## src/gpio_defs.svh

```systemverilog
/*
  Register offsets, field positions, reset values and timing counts of the
  four-port GPIO block with external pin interrupts.
  Assumes a byte-addressed AXI4-Lite register window of 256 bytes.
*/
`ifndef GPIO_DEFS_SVH
`define GPIO_DEFS_SVH

`define AXI_ADDR_W 8

`define REG_PORT_A_OUT 8'h00
`define REG_PORT_A_DIR 8'h04
`define REG_PORT_A_PINS 8'h08
`define REG_PORT_B_OUT 8'h10
`define REG_PORT_B_DIR 8'h14
`define REG_PORT_B_PINS 8'h18
`define REG_PORT_C_OUT 8'h20
`define REG_PORT_C_DIR 8'h24
`define REG_PORT_C_PINS 8'h28
`define REG_PORT_D_OUT 8'h30
`define REG_PORT_D_DIR 8'h34
`define REG_PORT_D_PINS 8'h38
`define REG_CORE_CONTROL 8'h40
`define REG_IRQ_STATUS 8'h44
`define REG_IRQ_MASK 8'h48
`define REG_IRQ_LEVEL 8'h4C

`define OUT_RESET 8'h00
`define DIR_RESET 8'h00
`define CTRL_RESET 8'h00
`define FLAG_RESET 8'h00
`define MASK_RESET 8'h00

`define SENSE_ZERO_LSB 0
`define SENSE_ONE_LSB 2
`define ASYNC_SELECT_BIT 6
`define FLAG_ASYNC_BIT 5
`define FLAG_ZERO_BIT 6
`define FLAG_ONE_BIT 7
`define FLAG_FIELD 8'hE0
`define CTRL_FIELD 8'h4F
`define WAKE_STATUS_BIT 0

`define PIN_IRQ_ZERO 26
`define PIN_IRQ_ONE 27
`define PIN_IRQ_ASYNC 10

`define SENSE_LOW 2'h0
`define SENSE_ANY 2'h1
`define SENSE_FALL 2'h2
`define SENSE_RISE 2'h3

`define RESP_OKAY 2'h0
`define RESP_SLVERR 2'h2

`define MCLK_PERIOD_NS 40
`define WDT_PERIOD_NS 1000
`define WDT_CYCLES ((`WDT_PERIOD_NS) / (`MCLK_PERIOD_NS))
`define WDT_CNT_W 5
`define WAKE_SAMPLES 2
`define SYNC_SETTLE 2'h3

`endif

```

## src/gpio_pkg.sv

```systemverilog
/*
  Types shared by the GPIO block: pin drive bundle, sense field and the
  wake sequencer states.
  Assumes gpio_defs.svh for all numeric constants.
*/
package gpio_pkg;

  typedef logic [1:0] sense_t;

  typedef struct packed {
    logic [31:0] out;
    logic [31:0] oe;
    logic [31:0] pull_up;
  } pin_drive_t;

  typedef enum logic [1:0] {
    WAKE_AWAKE,
    WAKE_QUALIFY,
    WAKE_STARTUP
  } wake_state_t;

endpackage

```

## src/pin_sync.sv

```systemverilog
/*
  Two-flop synchroniser for the 32 port pins.
  Assumes pins change asynchronously to mclk; only the second stage is read.
*/
`timescale 1ns/100ps

module pin_sync (
  input wire logic mclk,
  input wire logic rstn,
  input wire logic [31:0] pin_in,
  output logic [31:0] pin_sync_out
);

  typedef struct packed {
    logic [31:0] stage_one;
    logic [31:0] stage_two;
  } sync_state_t;

  sync_state_t q;
  sync_state_t next_q;

  always_comb begin
    next_q.stage_one = pin_in;
    next_q.stage_two = q.stage_one;
  end

  always_ff @(posedge mclk or negedge rstn) begin
    if (!rstn) begin
      q <= '0;
    end else begin
      q <= next_q;
    end
  end

  assign pin_sync_out = q.stage_two;

endmodule

```

## src/gpio_ports.sv

```systemverilog
/*
  Four 8-bit general-purpose ports with three external pin interrupts,
  reached over an AXI4-Lite slave.
  Assumes one clock (mclk) that stands for the I/O clock; io_clk_run, deep_sleep,
  startup_done and service_ack come from same-clock core logic. Pins are
  asynchronous and pass the two-flop synchroniser before any use.
  Edge detectors stay blind until the synchroniser holds real levels.
*/
// Added by the designer: the register addresses and the AXI4-Lite slave port.
// Functional notes
// - Four RW output data registers, reset zero
// - Four RW direction registers, reset all inputs
// - Read-only pin level registers, writes ignored
// - Interrupts sense pins even when outputs
// - Pins zero/one edge or level; async edge
// - Level mode requests while pin stays low
// - Edge detection needs running I/O clock
// - Level and async edge work clock stopped
// - I/O clock stops in deep sleep
// - Level wake needs two watchdog samples
// - Wake on samples or level persisting
// - Level gone at startup end: no interrupt
// - Two-bit sense: low, any, fall, rise
// - Async pin: zero falling, one rising
// - Flags set, cleared by ack/W1C, level clear
`timescale 1ns/100ps

`include "gpio_defs.svh"

module gpio_ports
  import gpio_pkg::*;
(
  input wire logic mclk,
  input wire logic rstn,
  input wire logic [`AXI_ADDR_W-1:0] s_axi_awaddr,
  input wire logic s_axi_awvalid,
  output logic s_axi_awready,
  input wire logic [31:0] s_axi_wdata,
  input wire logic [3:0] s_axi_wstrb,
  input wire logic s_axi_wvalid,
  output logic s_axi_wready,
  output logic [1:0] s_axi_bresp,
  output logic s_axi_bvalid,
  input wire logic s_axi_bready,
  input wire logic [`AXI_ADDR_W-1:0] s_axi_araddr,
  input wire logic s_axi_arvalid,
  output logic s_axi_arready,
  output logic [31:0] s_axi_rdata,
  output logic [1:0] s_axi_rresp,
  output logic s_axi_rvalid,
  input wire logic s_axi_rready,
  input wire logic [31:0] pin_in,
  output pin_drive_t pin_drive,
  input wire logic io_clk_run,
  input wire logic deep_sleep,
  input wire logic startup_done,
  input wire logic [2:0] service_ack,
  output logic wake_req,
  output logic irq
);

  typedef struct packed {
    logic [31:0] out_data;
    logic [31:0] dir;
    logic [7:0] ctrl;
    logic [7:0] flags;
    logic [7:0] mask;
    logic prev_zero;
    logic prev_one;
    logic prev_async;
    logic [1:0] settle;
    logic [`WDT_CNT_W-1:0] wdt_cnt;
    logic [1:0] wake_samples;
    wake_state_t wake;
    logic aw_held;
    logic [`AXI_ADDR_W-1:0] aw_addr;
    logic w_held;
    logic [7:0] w_byte;
    logic w_lane0;
    logic bvalid;
    logic [1:0] bresp;
    logic rvalid;
    logic [31:0] rdata;
    logic [1:0] rresp;
  } state_t;

  state_t q;
  state_t next_q;

  logic [31:0] pins;
  logic pin_zero;
  logic pin_one;
  logic pin_async;
  sense_t sense_zero;
  sense_t sense_one;
  logic async_rise;
  sense_t async_mode;
  logic [7:0] level_pending;
  logic [7:0] level_req;
  logic [7:0] set_ev;
  logic [7:0] clear_ev;
  logic [7:0] level_mode;
  logic wdt_strobe;
  logic edges_armed;
  logic [7:0] irq_sources;
  logic wr_fire;
  logic [32:0] rd_result;

  // Edge of the selected polarity between two consecutive synced samples
  function automatic logic edge_hit(input sense_t mode, input logic prev, input logic cur);
    logic hit;
    hit = 1'b0;
    unique case (mode)
      `SENSE_LOW: hit = 1'b0;
      `SENSE_ANY: hit = prev ^ cur;
      `SENSE_FALL: hit = prev & ~cur;
      `SENSE_RISE: hit = ~prev & cur;
    endcase
    return hit;
  endfunction

  // Returns {mapped, data}; unmapped offsets answer with zero data
  function automatic logic [32:0] reg_read(input logic [`AXI_ADDR_W-1:0] addr,
                                           input state_t s, input logic [31:0] lvl_pins,
                                           input logic [7:0] lvl);
    logic [32:0] r;
    r = {1'b1, 32'h0000_0000};
    case (addr)
      `REG_PORT_A_OUT: r[7:0] = s.out_data[7:0];
      `REG_PORT_A_DIR: r[7:0] = s.dir[7:0];
      `REG_PORT_A_PINS: r[7:0] = lvl_pins[7:0];
      `REG_PORT_B_OUT: r[7:0] = s.out_data[15:8];
      `REG_PORT_B_DIR: r[7:0] = s.dir[15:8];
      `REG_PORT_B_PINS: r[7:0] = lvl_pins[15:8];
      `REG_PORT_C_OUT: r[7:0] = s.out_data[23:16];
      `REG_PORT_C_DIR: r[7:0] = s.dir[23:16];
      `REG_PORT_C_PINS: r[7:0] = lvl_pins[23:16];
      `REG_PORT_D_OUT: r[7:0] = s.out_data[31:24];
      `REG_PORT_D_DIR: r[7:0] = s.dir[31:24];
      `REG_PORT_D_PINS: r[7:0] = lvl_pins[31:24];
      `REG_CORE_CONTROL: r[7:0] = s.ctrl;
      `REG_IRQ_STATUS: r[7:0] = s.flags;
      `REG_IRQ_MASK: r[7:0] = s.mask;
      `REG_IRQ_LEVEL: begin
        r[7:0] = lvl;
        r[`WAKE_STATUS_BIT] = (s.wake == WAKE_STARTUP);
      end
      default: r = {1'b0, 32'h0000_0000};
    endcase
    return r;
  endfunction

  pin_sync u_pin_sync (
    .mclk(mclk),
    .rstn(rstn),
    .pin_in(pin_in),
    .pin_sync_out(pins)
  );

  // Pins are sensed whatever their direction, so writing an output can interrupt
  assign pin_zero = pins[`PIN_IRQ_ZERO];
  assign pin_one = pins[`PIN_IRQ_ONE];
  assign pin_async = pins[`PIN_IRQ_ASYNC];

  assign sense_zero = q.ctrl[`SENSE_ZERO_LSB +: 2];
  assign sense_one = q.ctrl[`SENSE_ONE_LSB +: 2];
  assign async_rise = q.ctrl[`ASYNC_SELECT_BIT];
  assign async_mode = async_rise ? `SENSE_RISE : `SENSE_FALL;

  // One write and one read in flight; a held item blocks its own channel
  assign s_axi_awready = !q.aw_held && !q.bvalid;
  assign s_axi_wready = !q.w_held && !q.bvalid;
  assign s_axi_arready = !q.rvalid;
  assign s_axi_bvalid = q.bvalid;
  assign s_axi_bresp = q.bresp;
  assign s_axi_rvalid = q.rvalid;
  assign s_axi_rdata = q.rdata;
  assign s_axi_rresp = q.rresp;

  // Pull-up on every input whose output bit is one
  assign pin_drive = {q.out_data, q.dir, q.out_data & ~q.dir};

  // Level requests are suppressed until wake-up completes; a level that drops
  // before startup_done therefore wakes the core but raises nothing.
  assign irq_sources = (q.flags | level_req) & q.mask;
  assign irq = |irq_sources;
  assign wake_req = (q.wake == WAKE_STARTUP);

  always_comb begin
    level_mode = 8'h00;
    level_mode[`FLAG_ZERO_BIT] = (sense_zero == `SENSE_LOW);
    level_mode[`FLAG_ONE_BIT] = (sense_one == `SENSE_LOW);
    // Low-level sensing needs no clock edge history, so it works in deep sleep
    level_pending = 8'h00;
    level_pending[`FLAG_ZERO_BIT] = level_mode[`FLAG_ZERO_BIT] && !pin_zero;
    level_pending[`FLAG_ONE_BIT] = level_mode[`FLAG_ONE_BIT] && !pin_one;
    level_pending = level_pending & q.mask;
    level_req = (q.wake == WAKE_AWAKE) ? level_pending : 8'h00;
  end

  always_comb begin
    set_ev = 8'h00;
    // Synced sample against previous sample; pulses over one clock are caught.
    // With the I/O clock halted these detectors see nothing.
    set_ev[`FLAG_ZERO_BIT] = io_clk_run && edge_hit(sense_zero, q.prev_zero, pin_zero);
    set_ev[`FLAG_ONE_BIT] = io_clk_run && edge_hit(sense_one, q.prev_one, pin_one);
    // The async pin keeps detecting in every sleep mode
    set_ev[`FLAG_ASYNC_BIT] = edge_hit(async_mode, q.prev_async, pin_async);
    set_ev = edges_armed ? set_ev : 8'h00;
  end

  // Synchroniser and previous-sample flops both start at zero, so a pin that
  // is high at reset would look like a rising edge until they have settled.
  assign edges_armed = (q.settle == `SYNC_SETTLE);
  // Watchdog tick stand-in; only level wake-up qualification uses it
  assign wdt_strobe = (q.wdt_cnt == `WDT_CNT_W'(`WDT_CYCLES - 1));
  // The answer follows one cycle after the later of address and data
  assign wr_fire = q.aw_held && q.w_held && !q.bvalid;
  assign rd_result = reg_read(s_axi_araddr, q, pins, level_pending);

  always_comb begin
    next_q = q;
    clear_ev = 8'h00;
    clear_ev[`FLAG_ZERO_BIT] = service_ack[0];
    clear_ev[`FLAG_ONE_BIT] = service_ack[1];
    clear_ev[`FLAG_ASYNC_BIT] = service_ack[2];

    next_q.prev_zero = pin_zero;
    next_q.prev_one = pin_one;
    next_q.prev_async = pin_async;
    // Counts the first cycles after reset and then holds
    next_q.settle = edges_armed ? q.settle : q.settle + 2'h1;

    // Write address and data are captured independently, in either order
    if (s_axi_awvalid && s_axi_awready) begin
      next_q.aw_held = 1'b1;
      next_q.aw_addr = s_axi_awaddr;
    end
    if (s_axi_wvalid && s_axi_wready) begin
      next_q.w_held = 1'b1;
      next_q.w_byte = s_axi_wdata[7:0];
      next_q.w_lane0 = s_axi_wstrb[0];
    end
    if (q.bvalid && s_axi_bready) begin
      next_q.bvalid = 1'b0;
    end

    if (wr_fire) begin
      next_q.aw_held = 1'b0;
      next_q.w_held = 1'b0;
      next_q.bvalid = 1'b1;
      next_q.bresp = `RESP_OKAY;
      // Only byte lane 0 carries register bits; other lanes are dropped
      case (q.aw_addr)
        `REG_PORT_A_OUT: if (q.w_lane0) next_q.out_data[7:0] = q.w_byte;
        `REG_PORT_A_DIR: if (q.w_lane0) next_q.dir[7:0] = q.w_byte;
        `REG_PORT_B_OUT: if (q.w_lane0) next_q.out_data[15:8] = q.w_byte;
        `REG_PORT_B_DIR: if (q.w_lane0) next_q.dir[15:8] = q.w_byte;
        `REG_PORT_C_OUT: if (q.w_lane0) next_q.out_data[23:16] = q.w_byte;
        `REG_PORT_C_DIR: if (q.w_lane0) next_q.dir[23:16] = q.w_byte;
        `REG_PORT_D_OUT: if (q.w_lane0) next_q.out_data[31:24] = q.w_byte;
        `REG_PORT_D_DIR: if (q.w_lane0) next_q.dir[31:24] = q.w_byte;
        // Read-only views accept the write and drop it
        `REG_PORT_A_PINS, `REG_PORT_B_PINS, `REG_PORT_C_PINS, `REG_PORT_D_PINS,
        `REG_IRQ_LEVEL: begin
          next_q.bresp = `RESP_OKAY;
        end
        `REG_CORE_CONTROL: if (q.w_lane0) next_q.ctrl = q.w_byte & `CTRL_FIELD;
        `REG_IRQ_STATUS: if (q.w_lane0) clear_ev = clear_ev | q.w_byte;
        `REG_IRQ_MASK: if (q.w_lane0) next_q.mask = q.w_byte & `FLAG_FIELD;
        // Unmapped offsets store nothing
        default: next_q.bresp = `RESP_SLVERR;
      endcase
    end

    // A set in the same cycle as a clear wins; level mode holds the flag clear
    next_q.flags = ((q.flags & ~clear_ev) | set_ev) & `FLAG_FIELD & ~level_mode;

    // Read data is latched at the address handshake and held until taken
    if (q.rvalid && s_axi_rready) begin
      next_q.rvalid = 1'b0;
    end
    if (s_axi_arvalid && s_axi_arready) begin
      next_q.rvalid = 1'b1;
      next_q.rdata = rd_result[31:0];
      next_q.rresp = rd_result[32] ? `RESP_OKAY : `RESP_SLVERR;
    end

    // Free-running stand-in for the watchdog oscillator period
    next_q.wdt_cnt = wdt_strobe ? '0 : q.wdt_cnt + `WDT_CNT_W'(1);

    unique case (q.wake)
      WAKE_AWAKE: begin
        // Sleep entry starts qualification with no samples counted
        next_q.wake_samples = 2'h0;
        if (deep_sleep) begin
          next_q.wake = WAKE_QUALIFY;
        end
      end
      WAKE_QUALIFY: begin
        // Noise guard: the low level must be seen on consecutive samples
        if (!deep_sleep) begin
          next_q.wake = WAKE_AWAKE;
        end else if (wdt_strobe) begin
          if (|level_pending) begin
            next_q.wake_samples = q.wake_samples + 2'h1;
            if (q.wake_samples == 2'(`WAKE_SAMPLES - 1)) begin
              next_q.wake = WAKE_STARTUP;
            end
          end else begin
            next_q.wake_samples = 2'h0;
          end
        end
      end
      WAKE_STARTUP: begin
        // Start-up length belongs to the core; only its end is seen here
        if (startup_done) begin
          next_q.wake = WAKE_AWAKE;
        end
      end
      default: begin
        // The spare code is no state; fall back to awake rather than hang
        next_q.wake = WAKE_AWAKE;
      end
    endcase
  end

  always_ff @(posedge mclk or negedge rstn) begin
    if (!rstn) begin
      q <= '0;
      q.out_data <= {4{`OUT_RESET}};
      q.dir <= {4{`DIR_RESET}};
      q.ctrl <= `CTRL_RESET;
      q.flags <= `FLAG_RESET;
      q.mask <= `MASK_RESET;
      q.wake <= WAKE_AWAKE;
    end else begin
      q <= next_q;
    end
  end

endmodule

```

## config.mk

```make
export PLATFORM = sky130hd
export DESIGN_NAME = gpio_ports
export DESIGN_NICKNAME = d
export VERILOG_FILES = /design/src/gpio_pkg.sv /design/src/pin_sync.sv /design/src/gpio_ports.sv
export VERILOG_INCLUDE_DIRS = /design/src /design/src/src
export SDC_FILE = /design/constraint.sdc
export NUM_CORES = 1
export LEC_CHECK = 0
export ABC_AREA = 0
export BUFFER_PORTS_ARGS = -buffer_cell sky130_fd_sc_hd__buf_2
export CORE_UTILIZATION = 57
export CTS_CLUSTER_SIZE = 10
export DETAILED_ROUTE_END_ITERATION = 8
export PLACE_DENSITY = 0.83
export SKIP_LAST_GASP = 1
export SYNTH_ARGS = -nofsm -noshare
export SYNTH_HDL_FRONTEND = slang
export SYNTH_HIERARCHICAL = 1
export SYNTH_SLANG_ARGS = --single-unit
```

## constraint.sdc

```tcl
create_clock -name mclk -period 3.43 [get_ports mclk]
set_input_delay 0.5145 -clock mclk [delete_from_list [all_inputs] [get_ports mclk]]
set_output_delay 0.5145 -clock mclk [all_outputs]
set_load 0.05 [all_outputs]
```

==> reports/results.tsv <==
metric	value	unit
Setup crit end kind	output pin	
synthesized area per cell	12.3	um2
Setup CP Type	reg2out	
r2r worst-path depth	5	
layout cells sized above 1	42.2	%
Gate Count Post-Synth	700	
r2r setup slk	0.90	ns
drt wl/cell	20.0	um
# Post-CTS Setup Buffers	0	
Post-Route WL	20100	um
gr ovfl total	0	
post-synthesis sequential area ratio	53.6	%
vias per inst	5.79	
Yosys top cell area share	53.6	%
violated checks	DRC	
DP HPWL	13900	um
ANT nets after route	0	
DRC viols	38	
Max Slew Vio Count	0	
# IOs	236	
Crit. Startpoint	q[90]	
clock skew	0.00772	ns
pwr dens	642	mW/mm2
TritonRoute pass-1 iters	7	
slowest CP cell	or4b_2	
H-tree lvl count	4	
Die H	125	um
crit path DAT	2.28	ns
fin crit share	81.4	%
Ys Warns	6	
Post-synth EDFFs	0	
number of global-route vias before repair	5575	
worst vdd ir	740	uV
CTS tree	yes	
Netlist cell types	56	
worst-case clock buffer depth	2	
CP max FO	6	
GPL Wtd Cong	0.877	
launch point of the worst reg-to-reg path	s_axi_bvalid	
CP Data Required Time	2.92	ns
post_cts resized	0	
Slew Limit Headroom	24.5	%
area grow syn2layout	12.2	%
crit start category	register	
Rows	44	
fillers	1099	
fmax	0.358	GHz
Clk pin slew, worst setup/hold paths	0.07	ns
post-layout util	65.8	%
All-Layer GR Usage	27.5	%
R2R Path End	pin_drive[34]	
Clock Tree Root	clkbuf_16	
Initial Util	58.6	%
ys flop type	dfrtp_1	
max-cap violations	0	
critical hold path startpoint	pin_in[29]	
Hold-fix buffers, CTS	0	
PortBufs	182	
Fin. Hold Viols	0	
initial antenna violation count	1	
RSZ-0062 raised after global routing	no	
setup_tns	0	ns
Worst Hold Class	in2reg	
Static Leak	4.91	nW
worst-margin pin slew	1.12	ns
clock sinks	184	
DRT iter0 DRCs	485	
Final nets	911	
post-synthesis register bit count	184	
worst skew pair latency	0.44	ns
Die Area	0.0156	mm2
area of the mapped netlist	0.00859	mm2
Yosys top cell by area	dfrtp_1	
CORE AREA	0.0146	mm2
final setup fails	0	
status	finished, violations left	
first-pass GRT wire length	31700	um
via count	5817	
CP max stage delay	0.73	ns
Die W	125	um
Worst Setup EP	irq	
crit path cell chain	or4b_2 -> nor3_1 -> o21ai_0 -> nand3_1 -> buf_2	
asr flop ratio synth	100	%
fin crit period	2.79	ns
Area contributors post-synth	dfrtp_1, mux2_2, buf_4	
Num CTS Buffers	17	
pin count of the biggest net entering global routing	118	
## registers in the layout, indices dropped and copies added, names as in the netlist, 8 cells and up
signal                   cells
u_pin_sync/pin_sync_out     32
u_pin_sync/next_q           32
q                           43
s_axi_rdata                  8
pin_drive                   64
## layout make-up
class,instances,area [um2],share of cell area [%]
sequential,184,4600,47.8
multi-input combinational,394,3150,32.7
timing repair buffer,190,990,10.3
clock buffer,19,443,4.60
tap,184,230,2.39
clock inverter,13,145,1.51
inverter,19,71.3,0.740
antenna,1,2.50,0.0260
## worst min path at each step
stage,to,cells past startpoint
5_1_grt,u_pin_sync/next_q[9],1
4_1_cts,u_pin_sync/next_q[26],1
3_3_place_gp,u_pin_sync/pin_sync_out[12],0
3_5_place_dp,u_pin_sync/pin_sync_out[13],0
6_report,u_pin_sync/next_q[29],1
2_1_floorplan,async_rise,0
## kinds of logic after synthesis
| kind of cell | after synthesis | synth area share [%] |
|---|---|---|
| other | 1 | 0.0437 |
| DFF | 184 | 53.6 |
| AOI/OAI and AO/OA | 77 | 6.08 |
| adders and majority gates | 8 | 1.17 |
| muxes | 117 | 16.7 |
| buffers and inverters | 147 | 10.8 |
| and+or+nand+nor | 163 | 11.3 |
| xor gates and xnor gates | 3 | 0.306 |
## worst max-delay path, delay by kind of cell (launching register included)
| kind | cells | cell delay [ns] |
|---|---|---|
| AO/OA/AOI/OAI | 1 | 0.09 |
| flip-flops | 1 | 0.47 |
| AND/OR/NAND/NOR | 3 | 1.01 |
| buffers and inverters | 1 | 0.27 |
## metal layers
layer	global-route usage [%]	wire, um	up-vias
li1	-	-	2559
met1	36.5	8180	2910
met2	43.8	9880	316
met3	6.92	1660	32
met4	10.1	376	0
met5	0	0	-
## power by group
| group | switching, mW | internal (mW) | leakage (nW) |
|---|---|---|---|
| clock | 0.836 | 1.10 | 0.280 |
| combinational | 0.978 | 0.457 | 2.29 |
| sequential | 0.387 | 2.43 | 2.34 |
| total | 2.20 | 3.99 | 4.91 |
## Yosys cell counts, drive strengths merged, types with 3 or more instances
master and count:
buf 105, nor3b 6, ha 8, nor2b 40, nand2 35, mux2i 5
nand3 13, a22oi 7, nor3 7, and2 3, clkbuf 23, or4 3
nor4b 7, nor4 5, a311oi 3, a32o 4, nand3b 5, a21oi 13
inv 19, a211oi 4, dfrtp 184, mux2 101, mux4 11, nor2 20
o21ai 23, a21o 3, nand4 11
## cell usage in the layout (no fill, tap or decap), types with 7 or more instances in the layout
| master | count |
|---|---|
| a22oi_1 | 7 |
| a21oi_1 | 13 |
| inv_1 | 19 |
| buf_4 | 7 |
| conb_1 | 26 |
| nor2b_1 | 40 |
| mux2_2 | 101 |
| mux4_2 | 11 |
| nor2_1 | 20 |
| buf_2 | 181 |
| nand4_1 | 9 |
| clkbuf_16 | 17 |
| ha_1 | 8 |
| nand2_1 | 32 |
| dfrtp_1 | 184 |
| nand3_1 | 13 |
| o21ai_0 | 23 |
## through the flow
step	instance area, um2	hold slack [ns]	total power, mW	setup slack (ns)	instances
finish	9630	0.179	6.19	0.639	1004
global route	9630	0.162	6.44	0.527	1004
CTS	9630	0.163	6.22	0.628	1003
detailed placement	9040	0.335	4.28	0.811	971
global placement	9040	0.332	4.24	0.885	971
floorplan	8680	0.219	4.01	1.02	725
Note: power is estimated with default switching activity, not from simulation.
